### src/design/fasc_params.svh
// Offsets, field positions, reset values and timing counts of the smoothing block
`ifndef FASC_PARAMS_SVH
`define FASC_PARAMS_SVH

// Register indices; byte address is four times the index
`define FASC_IDX_ACOU        8'h62
`define FASC_IDX_CFG         8'h70
`define FASC_IDX_ASSOC       8'h71
`define FASC_IDX_MIN_A       8'h72
`define FASC_IDX_MIN_B       8'h73
`define FASC_IDX_MIN_C       8'h74
`define FASC_IDX_DUTY_A      8'h75
`define FASC_IDX_DUTY_B      8'h76
`define FASC_IDX_DUTY_C      8'h77

// Fields of the acoustic smoothing control register
`define FASC_RATE_LSB        0
`define FASC_RATE_MSB        2
`define FASC_SMOOTH_BIT      3
`define FASC_SYNC_BIT        4
`define FASC_FLOOR_A_BIT     5
`define FASC_FLOOR_B_BIT     6
`define FASC_FLOOR_C_BIT     7

// Fields of the configuration register
`define FASC_LOCK_BIT        0
`define FASC_SLOTSEL_BIT     1
`define FASC_AUTO_BIT        2

// Reset values
`define FASC_ACOU_RST        8'h00
`define FASC_CFG_RST         8'h00
`define FASC_ASSOC_RST       8'h00
`define FASC_MIN_RST         8'h00

// Duty codes per slot for rate codes 0..7
`define FASC_STEP_0          8'd1
`define FASC_STEP_1          8'd2
`define FASC_STEP_2          8'd3
`define FASC_STEP_3          8'd4
`define FASC_STEP_4          8'd8
`define FASC_STEP_5          8'd12
`define FASC_STEP_6          8'd24
`define FASC_STEP_7          8'd48

// Timing: full ramp at one step per slot, in milliseconds
`define FASC_CLK_KHZ         64'd125000
`define FASC_FULL_STEPS      64'd255
`define FASC_RAMP0_MS        64'd37500
`define FASC_RAMP1_MS        64'd52200
`define FASC_SLOT0_CYC       ((`FASC_RAMP0_MS * `FASC_CLK_KHZ) / `FASC_FULL_STEPS)
`define FASC_SLOT1_CYC       ((`FASC_RAMP1_MS * `FASC_CLK_KHZ) / `FASC_FULL_STEPS)
`define FASC_PWM_DIV         32'd100
`define FASC_PWM_TOP         8'd254

`endif

### src/design/fasc_pkg.sv
// Types shared by the fan acoustic smoothing block
package fasc_pkg;
  typedef logic [7:0] fasc_duty_t;
  typedef logic [2:0] fasc_rate_t;
  typedef logic [7:0] fasc_idx_t;
  typedef logic [31:0] fasc_word_t;
endpackage

### src/design/fasc_ramp.sv
// Per-output duty slew limiter stepping once per time slot
`timescale 1ns/100ps
module fasc_ramp
(
  input  wire logic                 clk_sys_i,
  input  wire logic                 rst_n_i,
  input  wire logic                 slot_tick_i,
  input  wire logic                 smooth_en_i,
  input  wire fasc_pkg::fasc_duty_t target_i,
  input  wire fasc_pkg::fasc_duty_t step_i,
  output fasc_pkg::fasc_duty_t      duty_o
);
  import fasc_pkg::*;

  fasc_duty_t duty_r;
  logic [8:0] up_sum;
  logic [8:0] lim_hi;

  // Candidate values; nine bits so a large step cannot wrap past full scale
  assign up_sum = {1'b0, duty_r} + {1'b0, step_i};
  assign lim_hi = {1'b0, target_i} + {1'b0, step_i};

  ////////////////////////////////////////////////////////////////////////////
  // Duty state: jump when smoothing is off, else one step per slot
  always_ff @(posedge clk_sys_i or negedge rst_n_i)
  begin
    if (!rst_n_i)
    begin
      duty_r <= 8'h00;
    end
    else if (!smooth_en_i)
    begin
      duty_r <= target_i;
    end
    else if (slot_tick_i)
    begin
      // Rate is limited both ways, so a falling target also glides
      if (duty_r < target_i)
      begin
        duty_r <= (up_sum >= {1'b0, target_i}) ? target_i : up_sum[7:0];
      end
      else if (duty_r > target_i)
      begin
        duty_r <= ({1'b0, duty_r} <= lim_hi) ? target_i : duty_r - step_i;
      end
    end
  end

  assign duty_o = duty_r;

endmodule

### src/design/fasc_top.sv
// Fan acoustic smoothing control: register, slew limit, floor, tach sync, PWM
`timescale 1ns/100ps
`include "fasc_params.svh"
module fasc_top
#(
  parameter logic [31:0] SLOT0_CYC = 32'(`FASC_SLOT0_CYC),
  parameter logic [31:0] SLOT1_CYC = 32'(`FASC_SLOT1_CYC),
  parameter logic [31:0] PWM_DIV   = `FASC_PWM_DIV
)
(
  input  wire logic                 clk_sys_i,
  input  wire logic                 rstn_i,
  input  wire logic                 wb_cyc_i,
  input  wire logic                 wb_stb_i,
  input  wire logic                 wb_we_i,
  input  wire logic [9:2]           wb_adr_i,
  input  wire logic [3:0]           wb_sel_i,
  input  wire fasc_pkg::fasc_word_t wb_dat_i,
  output fasc_pkg::fasc_word_t      wb_dat_o,
  output logic                      wb_ack_o,
  input  wire fasc_pkg::fasc_duty_t loop_duty_a_i,
  input  wire fasc_pkg::fasc_duty_t loop_duty_b_i,
  input  wire fasc_pkg::fasc_duty_t loop_duty_c_i,
  input  wire logic [2:0]           below_hyst_i,
  output logic                      fan_drive_a_o,
  output logic                      fan_drive_b_o,
  output logic                      fan_drive_c_o,
  output logic                      sync_speed_in_2_o,
  output logic                      sync_speed_in_3_o,
  output logic                      sync_speed_in_4_o
);
  import fasc_pkg::*;

  ////////////////////////////////////////////////////////////////////////////
  // Reset synchroniser: asynchronous assert, two-flop release
  logic rst_ff1_r;
  logic rst_n_q;

  always_ff @(posedge clk_sys_i or negedge rstn_i)
  begin
    if (!rstn_i)
    begin
      rst_ff1_r <= 1'b0;
      rst_n_q   <= 1'b0;
    end
    else
    begin
      rst_ff1_r <= 1'b1;
      rst_n_q   <= rst_ff1_r;
    end
  end

  ////////////////////////////////////////////////////////////////////////////
  // Register storage
  fasc_duty_t       acou_r;
  fasc_duty_t       cfg_r;
  logic [2:0]       assoc_r;
  fasc_duty_t [2:0] min_r;
  fasc_duty_t [2:0] duty_w;
  fasc_duty_t [2:0] loop_duty;
  fasc_duty_t [2:0] target;
  logic [2:0]       smooth_on;
  logic [2:0]       floor_sel;
  logic             req;
  logic             wr_stb;
  logic             lane0;
  fasc_idx_t        idx;
  fasc_word_t       rd_mux;

  assign loop_duty = {loop_duty_c_i, loop_duty_b_i, loop_duty_a_i};
  assign floor_sel = {acou_r[`FASC_FLOOR_C_BIT], acou_r[`FASC_FLOOR_B_BIT],
                      acou_r[`FASC_FLOOR_A_BIT]};

  // Bus decode; a write lands only on the edge where the master sees ack
  assign req    = wb_cyc_i && wb_stb_i && !wb_ack_o;
  assign wr_stb = wb_cyc_i && wb_stb_i && wb_ack_o && wb_we_i;
  assign lane0  = wb_sel_i[0];
  assign idx    = wb_adr_i;

  ////////////////////////////////////////////////////////////////////////////
  // Acoustic smoothing control register, frozen once locked
  always_ff @(posedge clk_sys_i or negedge rst_n_q)
  begin
    if (!rst_n_q)
    begin
      acou_r <= `FASC_ACOU_RST;
    end
    else if (wr_stb && lane0 && idx == `FASC_IDX_ACOU && !cfg_r[`FASC_LOCK_BIT])
    begin
      acou_r <= wb_dat_i[7:0];
    end
  end

  // Configuration: lock is sticky until reset, so software cannot undo it
  always_ff @(posedge clk_sys_i or negedge rst_n_q)
  begin
    if (!rst_n_q)
    begin
      cfg_r <= `FASC_CFG_RST;
    end
    else if (wr_stb && lane0 && idx == `FASC_IDX_CFG)
    begin
      cfg_r                  <= {5'h00, wb_dat_i[2:0]};
      cfg_r[`FASC_LOCK_BIT]  <= cfg_r[`FASC_LOCK_BIT] | wb_dat_i[`FASC_LOCK_BIT];
    end
  end

  // Channel ownership and minimum duties
  always_ff @(posedge clk_sys_i or negedge rst_n_q)
  begin
    if (!rst_n_q)
    begin
      assoc_r <= 3'h0;
      min_r   <= {3{`FASC_MIN_RST}};
    end
    else if (wr_stb && lane0)
    begin
      case (idx)
        `FASC_IDX_ASSOC: assoc_r  <= wb_dat_i[2:0];
        `FASC_IDX_MIN_A: min_r[0] <= wb_dat_i[7:0];
        `FASC_IDX_MIN_B: min_r[1] <= wb_dat_i[7:0];
        `FASC_IDX_MIN_C: min_r[2] <= wb_dat_i[7:0];
        default:         assoc_r  <= assoc_r;
      endcase
    end
  end

  ////////////////////////////////////////////////////////////////////////////
  // Read mux; unmapped words read zero and still get an ack
  always_comb
  begin
    rd_mux = 32'h0000_0000;
    case (idx)
      `FASC_IDX_ACOU:   rd_mux[7:0] = acou_r;
      `FASC_IDX_CFG:    rd_mux[7:0] = cfg_r;
      `FASC_IDX_ASSOC:  rd_mux[2:0] = assoc_r;
      `FASC_IDX_MIN_A:  rd_mux[7:0] = min_r[0];
      `FASC_IDX_MIN_B:  rd_mux[7:0] = min_r[1];
      `FASC_IDX_MIN_C:  rd_mux[7:0] = min_r[2];
      `FASC_IDX_DUTY_A: rd_mux[7:0] = duty_w[0];
      `FASC_IDX_DUTY_B: rd_mux[7:0] = duty_w[1];
      `FASC_IDX_DUTY_C: rd_mux[7:0] = duty_w[2];
      default:          rd_mux      = 32'h0000_0000;
    endcase
  end

  // Ack one cycle after the request, dropped in the following cycle
  always_ff @(posedge clk_sys_i or negedge rst_n_q)
  begin
    if (!rst_n_q)
    begin
      wb_ack_o <= 1'b0;
      wb_dat_o <= 32'h0000_0000;
    end
    else
    begin
      wb_ack_o <= req;
      wb_dat_o <= req ? rd_mux : 32'h0000_0000;
    end
  end

  ////////////////////////////////////////////////////////////////////////////
  // Slot timer; period picked by the slot select bit
  logic [31:0] slot_cnt_r;
  logic [31:0] slot_lim;
  logic        slot_tick;

  assign slot_lim  = cfg_r[`FASC_SLOTSEL_BIT] ? SLOT1_CYC : SLOT0_CYC;
  assign slot_tick = (slot_cnt_r >= slot_lim - 32'd1);

  always_ff @(posedge clk_sys_i or negedge rst_n_q)
  begin
    if (!rst_n_q)
    begin
      slot_cnt_r <= 32'h0000_0000;
    end
    else if (slot_tick)
    begin
      slot_cnt_r <= 32'h0000_0000;
    end
    else
    begin
      slot_cnt_r <= slot_cnt_r + 32'd1;
    end
  end

  // Rate code to duty increment per slot
  function automatic fasc_duty_t step_of(input fasc_rate_t code);
    case (code)
      3'd0:    step_of = `FASC_STEP_0;
      3'd1:    step_of = `FASC_STEP_1;
      3'd2:    step_of = `FASC_STEP_2;
      3'd3:    step_of = `FASC_STEP_3;
      3'd4:    step_of = `FASC_STEP_4;
      3'd5:    step_of = `FASC_STEP_5;
      3'd6:    step_of = `FASC_STEP_6;
      default: step_of = `FASC_STEP_7;
    endcase
  endfunction

  fasc_duty_t step_val;
  assign step_val = step_of(acou_r[`FASC_RATE_MSB:`FASC_RATE_LSB]);

  ////////////////////////////////////////////////////////////////////////////
  // Per-output target, slew limiter and floor selection
  genvar g;
  generate
    for (g = 0; g < 3; g++)
    begin : g_chan
      // In auto mode, below start minus hysteresis the floor bit picks off or minimum
      assign target[g] = (cfg_r[`FASC_AUTO_BIT] && below_hyst_i[g]) ?
                         (floor_sel[g] ? min_r[g] : 8'h00) : loop_duty[g];
      // Only outputs owned by remote channel one are smoothed
      assign smooth_on[g] = acou_r[`FASC_SMOOTH_BIT] && assoc_r[g];

      fasc_ramp u_ramp
      (
        .clk_sys_i   (clk_sys_i),
        .rst_n_i     (rst_n_q),
        .slot_tick_i (slot_tick),
        .smooth_en_i (smooth_on[g]),
        .target_i    (target[g]),
        .step_i      (step_val),
        .duty_o      (duty_w[g])
      );
    end
  endgenerate

  ////////////////////////////////////////////////////////////////////////////
  // PWM: prescaler enable and 255-step period; 0xFF is fully on
  logic [31:0] pwm_div_r;
  logic        pwm_en;
  fasc_duty_t  pwm_cnt_r;

  assign pwm_en = (pwm_div_r >= PWM_DIV - 32'd1);

  always_ff @(posedge clk_sys_i or negedge rst_n_q)
  begin
    if (!rst_n_q)
    begin
      pwm_div_r <= 32'h0000_0000;
      pwm_cnt_r <= 8'h00;
    end
    else
    begin
      pwm_div_r <= pwm_en ? 32'h0000_0000 : pwm_div_r + 32'd1;
      if (pwm_en)
      begin
        pwm_cnt_r <= (pwm_cnt_r >= `FASC_PWM_TOP) ? 8'h00 : pwm_cnt_r + 8'd1;
      end
    end
  end

  // Drive outputs registered; a zero duty keeps the fan fully off
  always_ff @(posedge clk_sys_i or negedge rst_n_q)
  begin
    if (!rst_n_q)
    begin
      fan_drive_a_o <= 1'b0;
      fan_drive_b_o <= 1'b0;
      fan_drive_c_o <= 1'b0;
    end
    else
    begin
      fan_drive_a_o <= pwm_cnt_r < duty_w[0];
      fan_drive_b_o <= pwm_cnt_r < duty_w[1];
      fan_drive_c_o <= pwm_cnt_r < duty_w[2];
    end
  end

  ////////////////////////////////////////////////////////////////////////////
  // Speed-input sync selects for the drive C measurement logic
  always_ff @(posedge clk_sys_i or negedge rst_n_q)
  begin
    if (!rst_n_q)
    begin
      sync_speed_in_2_o <= 1'b0;
      sync_speed_in_3_o <= 1'b0;
      sync_speed_in_4_o <= 1'b0;
    end
    else
    begin
      sync_speed_in_2_o <= acou_r[`FASC_SYNC_BIT];
      sync_speed_in_3_o <= 1'b1;
      sync_speed_in_4_o <= 1'b1;
    end
  end

  logic acou_wr_try;
  assign acou_wr_try = wr_stb && lane0 && idx == `FASC_IDX_ACOU;
endmodule

### config.mk
export PLATFORM = sky130hd
export DESIGN_NAME = fasc_top
export DESIGN_NICKNAME = d
export VERILOG_FILES = /design/src/design/fasc_pkg.sv /design/src/design/fasc_ramp.sv /design/src/design/fasc_top.sv
export VERILOG_INCLUDE_DIRS = /design/src /design/src/design
export SDC_FILE = /design/constraint.sdc
export NUM_CORES = 1
export LEC_CHECK = 0
export BUFFER_PORTS_ARGS = -buffer_cell sky130_fd_sc_hd__buf_2
export CAP_MARGIN = 10
export CORE_UTILIZATION = 60
export DETAILED_ROUTE_END_ITERATION = 10
export PLACE_DENSITY_LB_ADDON = 0.08
export SYNTH_ARGS = -nofsm -noshare
export SYNTH_HDL_FRONTEND = slang
export SYNTH_SLANG_ARGS = --single-unit
### constraint.sdc
create_clock -name clk_sys_i -period 6.3 [get_ports clk_sys_i]
set_input_delay 0.315 -clock clk_sys_i [delete_from_list [all_inputs] [get_ports clk_sys_i]]
set_output_delay 0.315 -clock clk_sys_i [all_outputs]
set_load 0.01 [all_outputs]
==> results of run 1 <==
## flip-flops by register name, indices dropped and copies added (netlist names)
register / flops
assoc_r: 3
g_chan.u_ramp.duty_o: 24
min_r: 24
sync_speed_in_4_o: 1
slot_cnt_r: 32
rst_n_q: 1
fan_drive_c_o: 1
wb_ack_o: 1
pwm_cnt_r: 8
rst_ff1_r: 1
cfg_r: 3
pwm_div_r: 32
sync_speed_in_2_o: 1
wb_dat_o: 8
fan_drive_a_o: 1
acou_r: 8
fan_drive_b_o: 1
## what timing repair did
action / 4_1_cts / 5_1_grt
setup buffers: 0 / 0
hold buffers: 1 / 0
setup endpoints to repair: 0 / 0
endpoints found under the hold margin: 2 / 0
## layout by cell type, fill, tap and decap left out, types with 30 or more instances in the layout
cell                      instances
sky130_fd_sc_hd__inv_1           75
sky130_fd_sc_hd__nor2_1         140
sky130_fd_sc_hd__dfrtp_1        149
sky130_fd_sc_hd__nand3_1         33
sky130_fd_sc_hd__a21o_1          30
sky130_fd_sc_hd__a21oi_1         75
sky130_fd_sc_hd__xnor2_1         45
sky130_fd_sc_hd__ha_1           151
sky130_fd_sc_hd__mux2_2          36
sky130_fd_sc_hd__o21ai_0         51
sky130_fd_sc_hd__nand2_1         96
sky130_fd_sc_hd__buf_2           63
sky130_fd_sc_hd__conb_1          57
## Yosys cell counts, drive strengths merged, types with 20 or more instances
cell type	instances
clkbuf	21
nand2	97
mux2	36
nor2	142
nand4	22
o21ai	63
dfrtp	150
nand2b	20
inv	76
nand3	33
xor2	27
a21o	30
buf	47
a21oi	81
ha	151
nor3	32
xnor2	45
## where the power goes
group	total, uW	internal, uW	leakage, uW	switching (uW)
clock	1120	642	0.000305	482
sequential	1040	987	0.00193	52.0
combinational	505	208	0.00408	297
total	2670	1840	0.00631	831
## logic make-up after synthesis
group,after synthesis
simple gates,446
compound gates,316
fa+ha+maj,160
flops,150
buf+inv,145
xor+xnor,72
mux,48
other cells,2
## stage by stage
step	total power [uW]	instances	area, um^2	util [%]
3_5_place_dp	1540	1657	12700	64.4
4_1_cts	2670	1690	13300	67.7
3_3_place_gp	1530	1657	12700	64.4
2_1_floorplan	1420	1394	12400	-
6_report	2670	1690	13300	67.7
5_1_grt	2780	1690	13300	67.7
## metal layers
layer / global-route usage (%) / routed length [um]
met4: 14.0 / 1100
met3: 5.86 / 2740
met1: 46.6 / 14700
met5: 0 / 0
met2: 51.5 / 14700
## critical path, delay by kind of cell, from the launching register on
family / cells / cell delay [ns]
DFF: 1 / 0.51
buffers and inverters: 1 / 0.48
xor gates and xnor gates: 2 / 0.34
adders and majority gates: 2 / 0.91
AOI/OAI and AO/OA: 6 / 1.66
and+or+nand+nor: 5 / 1.31
## worst max path at each step
stage               startpoint                    endpoint  slack (ns)
floorplan              rst_n_q                   acou_r[0]        1.81
global placement     acou_r[0]  g_chan[0].u_ramp.duty_o[7]        1.15
detailed placement   acou_r[0]  g_chan[0].u_ramp.duty_o[7]        1.03
CTS                  acou_r[0]  g_chan[0].u_ramp.duty_o[7]        1.00
global route         acou_r[0]  g_chan[0].u_ramp.duty_o[5]        0.64
finish               acou_r[0]  g_chan[0].u_ramp.duty_o[7]        0.97
## cell type report
type	count	share of cell area, %
repair buffers	67	2.61
clock buffers	17	3.20
flip-flops and latches	150	28.2
clock inverters	15	1.60
inverters	77	2.21
well taps	265	2.49
multi-input cells	1099	59.7
==> impl_metrics.sql, run 1 <==
INSERT INTO impl_metrics (metric_group, metric, value, unit) VALUES
('outcome', 'status', 'finished, final reports clean', ''),
('timing', 'fmax', '0.187', 'GHz'),
('worst_setup_path', 'worstSetupPathType', 'register to register', ''),
('worst_setup_path', 'cp_data_arrival_time', '5.66', 'ns'),
('floorplanning', 'core_area', '19700', 'um^2'),
('timing', 'worst_max_slew_margin_expressed_relative_to_the_limit', '22.9', '%'),
('routing', 'detail_route.iter0.violations', '941', ''),
('timing', 'number_of_hold_slack_violations_in_the_final_timing_report', '0', ''),
('cts', 'clock_latency', '0.44', 'ns'),
('timing', 'tns', '0', 'ns'),
('final_layout', 'area.sequential', '3760', 'um^2'),
('placed_design', 'gp_congestion', '0.939', ''),
('timing', 'final_hold_slack', '0.157', 'ns'),
('cts', 'cts_tree', 'done', ''),
('routing', 'drt-total-wl', '33300', 'um'),
('synthesis', 'post_synth.cell_area_avg', '9.10', 'um^2'),
('worst_setup_path', 'crit_path_frequent_cell', 'sky130_fd_sc_hd__nand2b_1', ''),
('cts', 'clock_path_buffers', '2', ''),
('worst_setup_path', 'timing.critical_path.cells', 'xor2_1 > nand2b_1 > inv_1 > fa_1 > nor2b_1 > o31ai_2 > xnor2_1 > ha_1 > a21o_1 > a211oi_1 > o21ai_1 > a2111oi_0 > and2_1 > nand2b_1 > and4_1 > a221o_1', ''),
('global_route', 'grt_remaining_overflow', '0', ''),
('routing', 'postRouteAntennaNets', '0', ''),
('synthesis', 'largest_family_of_logic_cells_by_synthesized_area', 'simple AND/OR/NAND/NOR gates', ''),
('synthesis', 'yosys_register_bits', '150', ''),
('synthesis', 'area_share_of_xor_xnor_cells_in_the_synthesized_design', '5.18', '%'),
('routing', 'drt-wirelength-per-cell', '19.7', 'um'),
('timing', 'timing.final.ws_setup', '0.965', 'ns'),
('routing', 'remaining_drc_errors', '0', ''),
('cts', 'clock_tree.htree_level_count', '4', ''),
('final_layout', 'finalNetCount', '1648', ''),
('timing', 'final.setup_skew', '0.0143', 'ns'),
('routing', 'drtPass1Iterations', '5', ''),
('floorplanning', 'die_w', '144', 'um'),
('cts', 'tritoncts_sink_count', '150', ''),
('synthesis', 'synth_enable_flop_cells', '0', ''),
('worst_setup_path', 'reg2reg_from', 'acou_r[0]', ''),
('final_layout', 'n_antenna_cell', '0', ''),
('worst_setup_path', 'worst_setup_sp_type', 'register', ''),
('final_layout', 'layout-area-overhead-vs-synth', '9.23', '%'),
('synthesis', 'yosys.area_share.simple', '18.1', '%'),
('worst_setup_path', 'crit_path_top_delay_cell', 'sky130_fd_sc_hd__fa_1', ''),
('floorplanning', 'fp-row-count', '51', ''),
('min_path', 'hold_critical_path_endpoint', 'min_r[20]', ''),
('worst_setup_path', 'cp.required', '6.63', 'ns'),
('placed_design', 'port_buffers', '63', ''),
('min_path', 'worstHoldPathCells', '2', ''),
('synthesis', 'post-synth-top-area-fraction', '30.8', '%'),
('worst_setup_path', 'critical_path.max_stage_delay', '0.58', 'ns'),
('global_route', 'via_count_of_the_first_global_routing_pass', '9981', ''),
('global_route', 'grt_pass1_wl', '53000', 'um'),
('min_path', 'min-delay-start', 'wb_dat_i[4]', ''),
('cts', 'numCtsBuffers', '17', ''),
('cts', 'cts_root_buffer', 'sky130_fd_sc_hd__clkbuf_16', ''),
('worst_setup_path', 'cp_max_fo', '12', ''),
('synthesis', 'synth.yosys.seq_area_share', '30.8', '%'),
('floorplanning', 'floorplan.io_pins', '115', ''),
('pwr', 'total_power_per_unit_cell_area', '200', 'nW/um^2'),
('synthesis', 'complex_gate_fraction_of_the_synthesized_area', '18.0', '%'),
('timing', 'grt_setup_unrepaired', 'no', ''),
('pwr', 'power.static_leakage', '0.00631', 'uW'),
('worst_setup_path', 'cp-end-kind', 'register', ''),
('timing', 'finalCritPeriodShare', '84.7', '%'),
('routing', 'vias', '10457', ''),
('worst_setup_path', 'reg2reg_depth', '16', ''),
('global_route', 'antenna_found_initial', '0', ''),
('job', 'max_cap_violations', '0', ''),
('global_route', 'grt_start_max_net_pins', '79', ''),
('placed_design', 'place_worst_setup_slack', '1.03', 'ns'),
('pwr', 'vdd_drop_max', '168', 'uV'),
('timing', 'timing_max_transition_violations_final', '0', ''),
('cts', 'ctsResizeCount', '0', ''),
('final_layout', 'nFillCells', '1632', '');
Power figures use the tool's default switching activity.
==> inputs of run 2 (changes only) <==
--- a/config.mk
+++ b/config.mk
@@ -8,7 +8,7 @@
 export LEC_CHECK = 0
 export BUFFER_PORTS_ARGS = -buffer_cell sky130_fd_sc_hd__buf_2
 export CAP_MARGIN = 10
-export CORE_UTILIZATION = 60
+export CORE_UTILIZATION = 55
 export DETAILED_ROUTE_END_ITERATION = 10
 export PLACE_DENSITY_LB_ADDON = 0.08
 export SYNTH_ARGS = -nofsm -noshare
==> constraint.sdc (replaced) <==
create_clock -name clk_sys_i -period 4.39 [get_ports clk_sys_i]
set_input_delay 0.2195 -clock clk_sys_i [delete_from_list [all_inputs] [get_ports clk_sys_i]]
set_output_delay 0.2195 -clock clk_sys_i [all_outputs]
set_load 0.01 [all_outputs]
==> run 2 against run 1 <==
Effect of this change:
- clock skew is 0.0016 ns higher
- count of clock-buffer cells in the layout up 1
- design area increased by 4.6%
- critical path depth decreased by 1
- flip-flop and latch count unchanged
==> impl_metrics.sql, run 2 (synthesized netlist as in run 1, its figures left out) <==
INSERT INTO impl_metrics (metric_group, metric, value, unit) VALUES
('job', 'max_cap_violations', '0', ''),
('worst_setup_path', 'worstSetupPathType', 'register to register', ''),
('routing', 'vias', '10482', ''),
('pwr', 'combPwrFrac', '21.3', '%'),
('routing', 'detail_route.iter0.violations', '897', ''),
('floorplanning', 'die_w', '151', 'um'),
('final_layout', 'final_core_utilization', '64.0', '%'),
('timing', 'timing_max_transition_violations_final', '0', ''),
('worst_setup_path', 'worst_setup_sp_type', 'register', ''),
('routing', 'drt-wirelength-per-cell', '19.7', 'um'),
('timing', 'final.setup_skew', '0.0159', 'ns'),
('worst_setup_path', 'cp-end-kind', 'register', ''),
('cts', 'clock_path_buffers', '2', ''),
('placed_design', 'place_hpwl', '26400', 'um'),
('timing', 'worst_max_slew_margin_expressed_relative_to_the_limit', '28.3', '%'),
('floorplanning', 'floorplan.io_pins', '115', ''),
('floorplanning', 'core_area', '21800', 'um^2'),
('timing', 'number_of_hold_slack_violations_in_the_final_timing_report', '0', ''),
('final_layout', 'mostFrequentLayoutCells', '150 x sky130_fd_sc_hd__ha_1, 147 x sky130_fd_sc_hd__dfrtp_1, 140 x sky130_fd_sc_hd__nor2_1', ''),
('cts', 'cts_root_buffer', 'sky130_fd_sc_hd__clkbuf_16', ''),
('routing', 'remaining_drc_errors', '0', ''),
('final_layout', 'reg_top3', 'pwm_div_r (32), slot_cnt_r (32)', ''),
('cts', 'numCtsBuffers', '17', ''),
('routing', 'drtPass1Iterations', '6', ''),
('routing', 'met3_wirelength', '2090', 'um'),
('cts', 'cts_tree', 'done', ''),
('floorplanning', 'initial_utilization', '56.0', '%'),
('placed_design', 'placed_area', '13100', 'um^2'),
('timing', 'final_critical_path_required_period', '4.28', 'ns'),
('routing', 'met2_wire_len', '15900', 'um'),
('cts', 'tritoncts_sink_count', '150', ''),
('worst_setup_path', 'critical_path.max_stage_delay', '0.61', 'ns'),
('pwr', 'p_seq_share', '38.6', '%'),
('pwr', 'power_report.internal_total', '2600', 'uW'),
('placed_design', 'port_buffers', '63', ''),
('worst_setup_path', 'reg2reg_from', 'acou_r[2]', ''),
('floorplanning', 'fp-row-count', '54', ''),
('timing', 'fmax', '0.234', 'GHz'),
('worst_setup_path', 'timing.critical_path.max_delay_family', 'compound AO/OA/AOI/OAI gates', ''),
('routing', 'vias_per_cell', '5.93', ''),
('routing', 'wirelength_met1', '15800', 'um'),
('final_layout', 'layout-area-overhead-vs-synth', '14.2', '%'),
('routing', 'drt-total-wl', '34800', 'um'),
('worst_setup_path', 'timing.critical_path.cells', 'buf_4 > nand3_1 > ha_2 > nor2_1 > a22o_1 > a31o_2 > xnor2_1 > ha_1 > nand4_1 > o31ai_2 > nor3_2 > buf_4 > a21oi_1 > a21oi_1 > a222oi_1', ''),
('final_layout', 'drive_gt1_share', '18.6', '%'),
('final_layout', 'finalInstanceArea', '13900', 'um^2'),
('global_route', 'grt_remaining_overflow', '0', ''),
('timing', 'finalCritPeriodShare', '97.4', '%'),
('worst_setup_path', 'reg2reg_depth', '15', ''),
('worst_setup_path', 'cp_max_fo', '11', ''),
('global_route', 'via_count_of_the_first_global_routing_pass', '9716', ''),
('pwr', 'total_power_per_unit_cell_area', '275', 'nW/um^2'),
('final_layout', 'layout_commonest_cell', 'sky130_fd_sc_hd__ha_1', ''),
('worst_setup_path', 'cp.required', '4.69', 'ns'),
('global_route', 'grt_start_max_net_pins', '72', ''),
('placed_design', 'placed_cells', '1727', ''),
('final_layout', 'final_std_cells_w_o_fill', '1768', ''),
('timing', 'grt_setup_unrepaired', 'yes', ''),
('worst_setup_path', 'crit_buf_inv', '2', ''),
('worst_setup_path', 'rr_endpoint', 'g_chan[2].u_ramp.duty_o[2]', ''),
('global_route', 'grt_pass1_wl', '53400', 'um'),
('routing', 'highest_layer', 'met4', ''),
('cts', 'clock_latency', '0.43', 'ns'),
('floorplanning', 'die_y', '151', 'um'),
('pwr', 'report.power.total', '3830', 'uW'),
('pwr', 'power.static_leakage', '0.00661', 'uW'),
('pwr', 'p_sw', '1230', 'uW'),
('global_route', 'antenna_found_initial', '1', ''),
('pwr', 'share_clk_of_total_power', '40.1', '%'),
('pwr', 'vdd_drop_max', '219', 'uV'),
('worst_setup_path', 'cp_data_arrival_time', '4.58', 'ns'),
('floorplanning', 'floorplan.die_area', '22700', 'um^2'),
('worst_setup_path', 'crit_path_top_delay_cell', 'sky130_fd_sc_hd__ha_2', ''),
('outcome', 'status', 'finished, final reports clean', ''),
('timing', 'max_slew.worst_pin.slew', '1.07', 'ns'),
('cts', 'clock_transition_time_at_the_flip_flop_clock_pins_of_the_worst_setup_and_hold_paths', '0.07', 'ns'),
('placed_design', 'gp_congestion', '0.951', ''),
('min_path', 'worst_hold_path_type', 'input pin to async pin', ''),
('routing', 'postRouteAntennaNets', '0', ''),
('cts', 'clock_tree.htree_level_count', '4', ''),
('worst_setup_path', 'setup.reg_to_reg.worst_slack', '0.11', 'ns'),
('final_layout', 'finalNetCount', '1710', ''),
('global_route', 'grt.total_usage', '31.2', '%'),
('timing', 'final_setup_violation_count', '0', ''),
('pwr', 'net_switching_fraction_of_the_power', '32.1', '%');
-- run 2: per-layer routing --
layer	up-vias	GRT usage, %
met5	-	0
met4	0	11.2
met1	5025	43.3
met2	348	49.2
met3	57	4.76
li1	5052	-
-- run 2: metrics by stage --
stage               hold WS, ns  TNS, ns  worst slack, ns
finish                   0.0891        0            0.113
global route             0.0879  -0.0578          -0.0293
CTS                      0.0815        0          0.00257
detailed placement      0.00761   -0.616          -0.0985
global placement        0.00588        0           0.0209
floorplan               -0.0761        0           0.0314
-- run 2: timing repair --
action | in CTS | in global routing
pin swaps | 0 | 6
hold buffers | 1 | 0
resized for setup | 3 | 34
setup buffers | 0 | 7
endpoints found under the setup margin | 12 | 24
endpoints found under the hold margin | 2 | 0
-- run 2: cell type report --
cell class / instances / area (um^2)
Multi-Input combinational cell: 1099 / 8070
Fill cell: 1872 / 7840
Sequential cell: 150 / 3760
Timing Repair Buffer: 129 / 813
Clock buffer: 18 / 439
Tap cell: 280 / 350
Inverter: 77 / 304
Clock inverter: 14 / 175
Antenna cell: 1 / 2.50
-- run 2: how the worst max path moves through the flow --
stage	startpoint	endpoint	slack [ns]	cells past startpoint
4_1_cts	cfg_r[2]	g_chan[2].u_ramp.duty_o[6]	0.003	21
3_3_place_gp	cfg_r[2]	g_chan[1].u_ramp.duty_o[4]	0.02	19
3_5_place_dp	cfg_r[2]	g_chan[1].u_ramp.duty_o[4]	-0.1	20
2_1_floorplan	acou_r[0]	g_chan[0].u_ramp.duty_o[7]	0.03	17
5_1_grt	cfg_r[2]	g_chan[2].u_ramp.duty_o[2]	-0.03	22
6_report	acou_r[2]	g_chan[2].u_ramp.duty_o[2]	0.11	15
-- run 2: worst reg2reg max path: cells and delay by family, from the launching register on --
kind | cells | cell delay, ns
simple gates | 4 | 0.65
fa+ha+maj | 2 | 0.84
flops | 1 | 0.48
buf+inv | 2 | 0.36
compound gates | 6 | 1.46
xor+xnor | 1 | 0.36
-- run 2: power groups by stage --
| stage | sequential [uW] | combinational (uW) | clock [uW] |
|---|---|---|---|
| floorplan | 1490 | 545 | 0 |
| global placement | 1510 | 747 | 0 |
| detailed placement | 1510 | 764 | 0 |
| CTS | 1480 | 772 | 1550 |
| global route | 1490 | 899 | 1610 |
| finish | 1480 | 814 | 1530 |
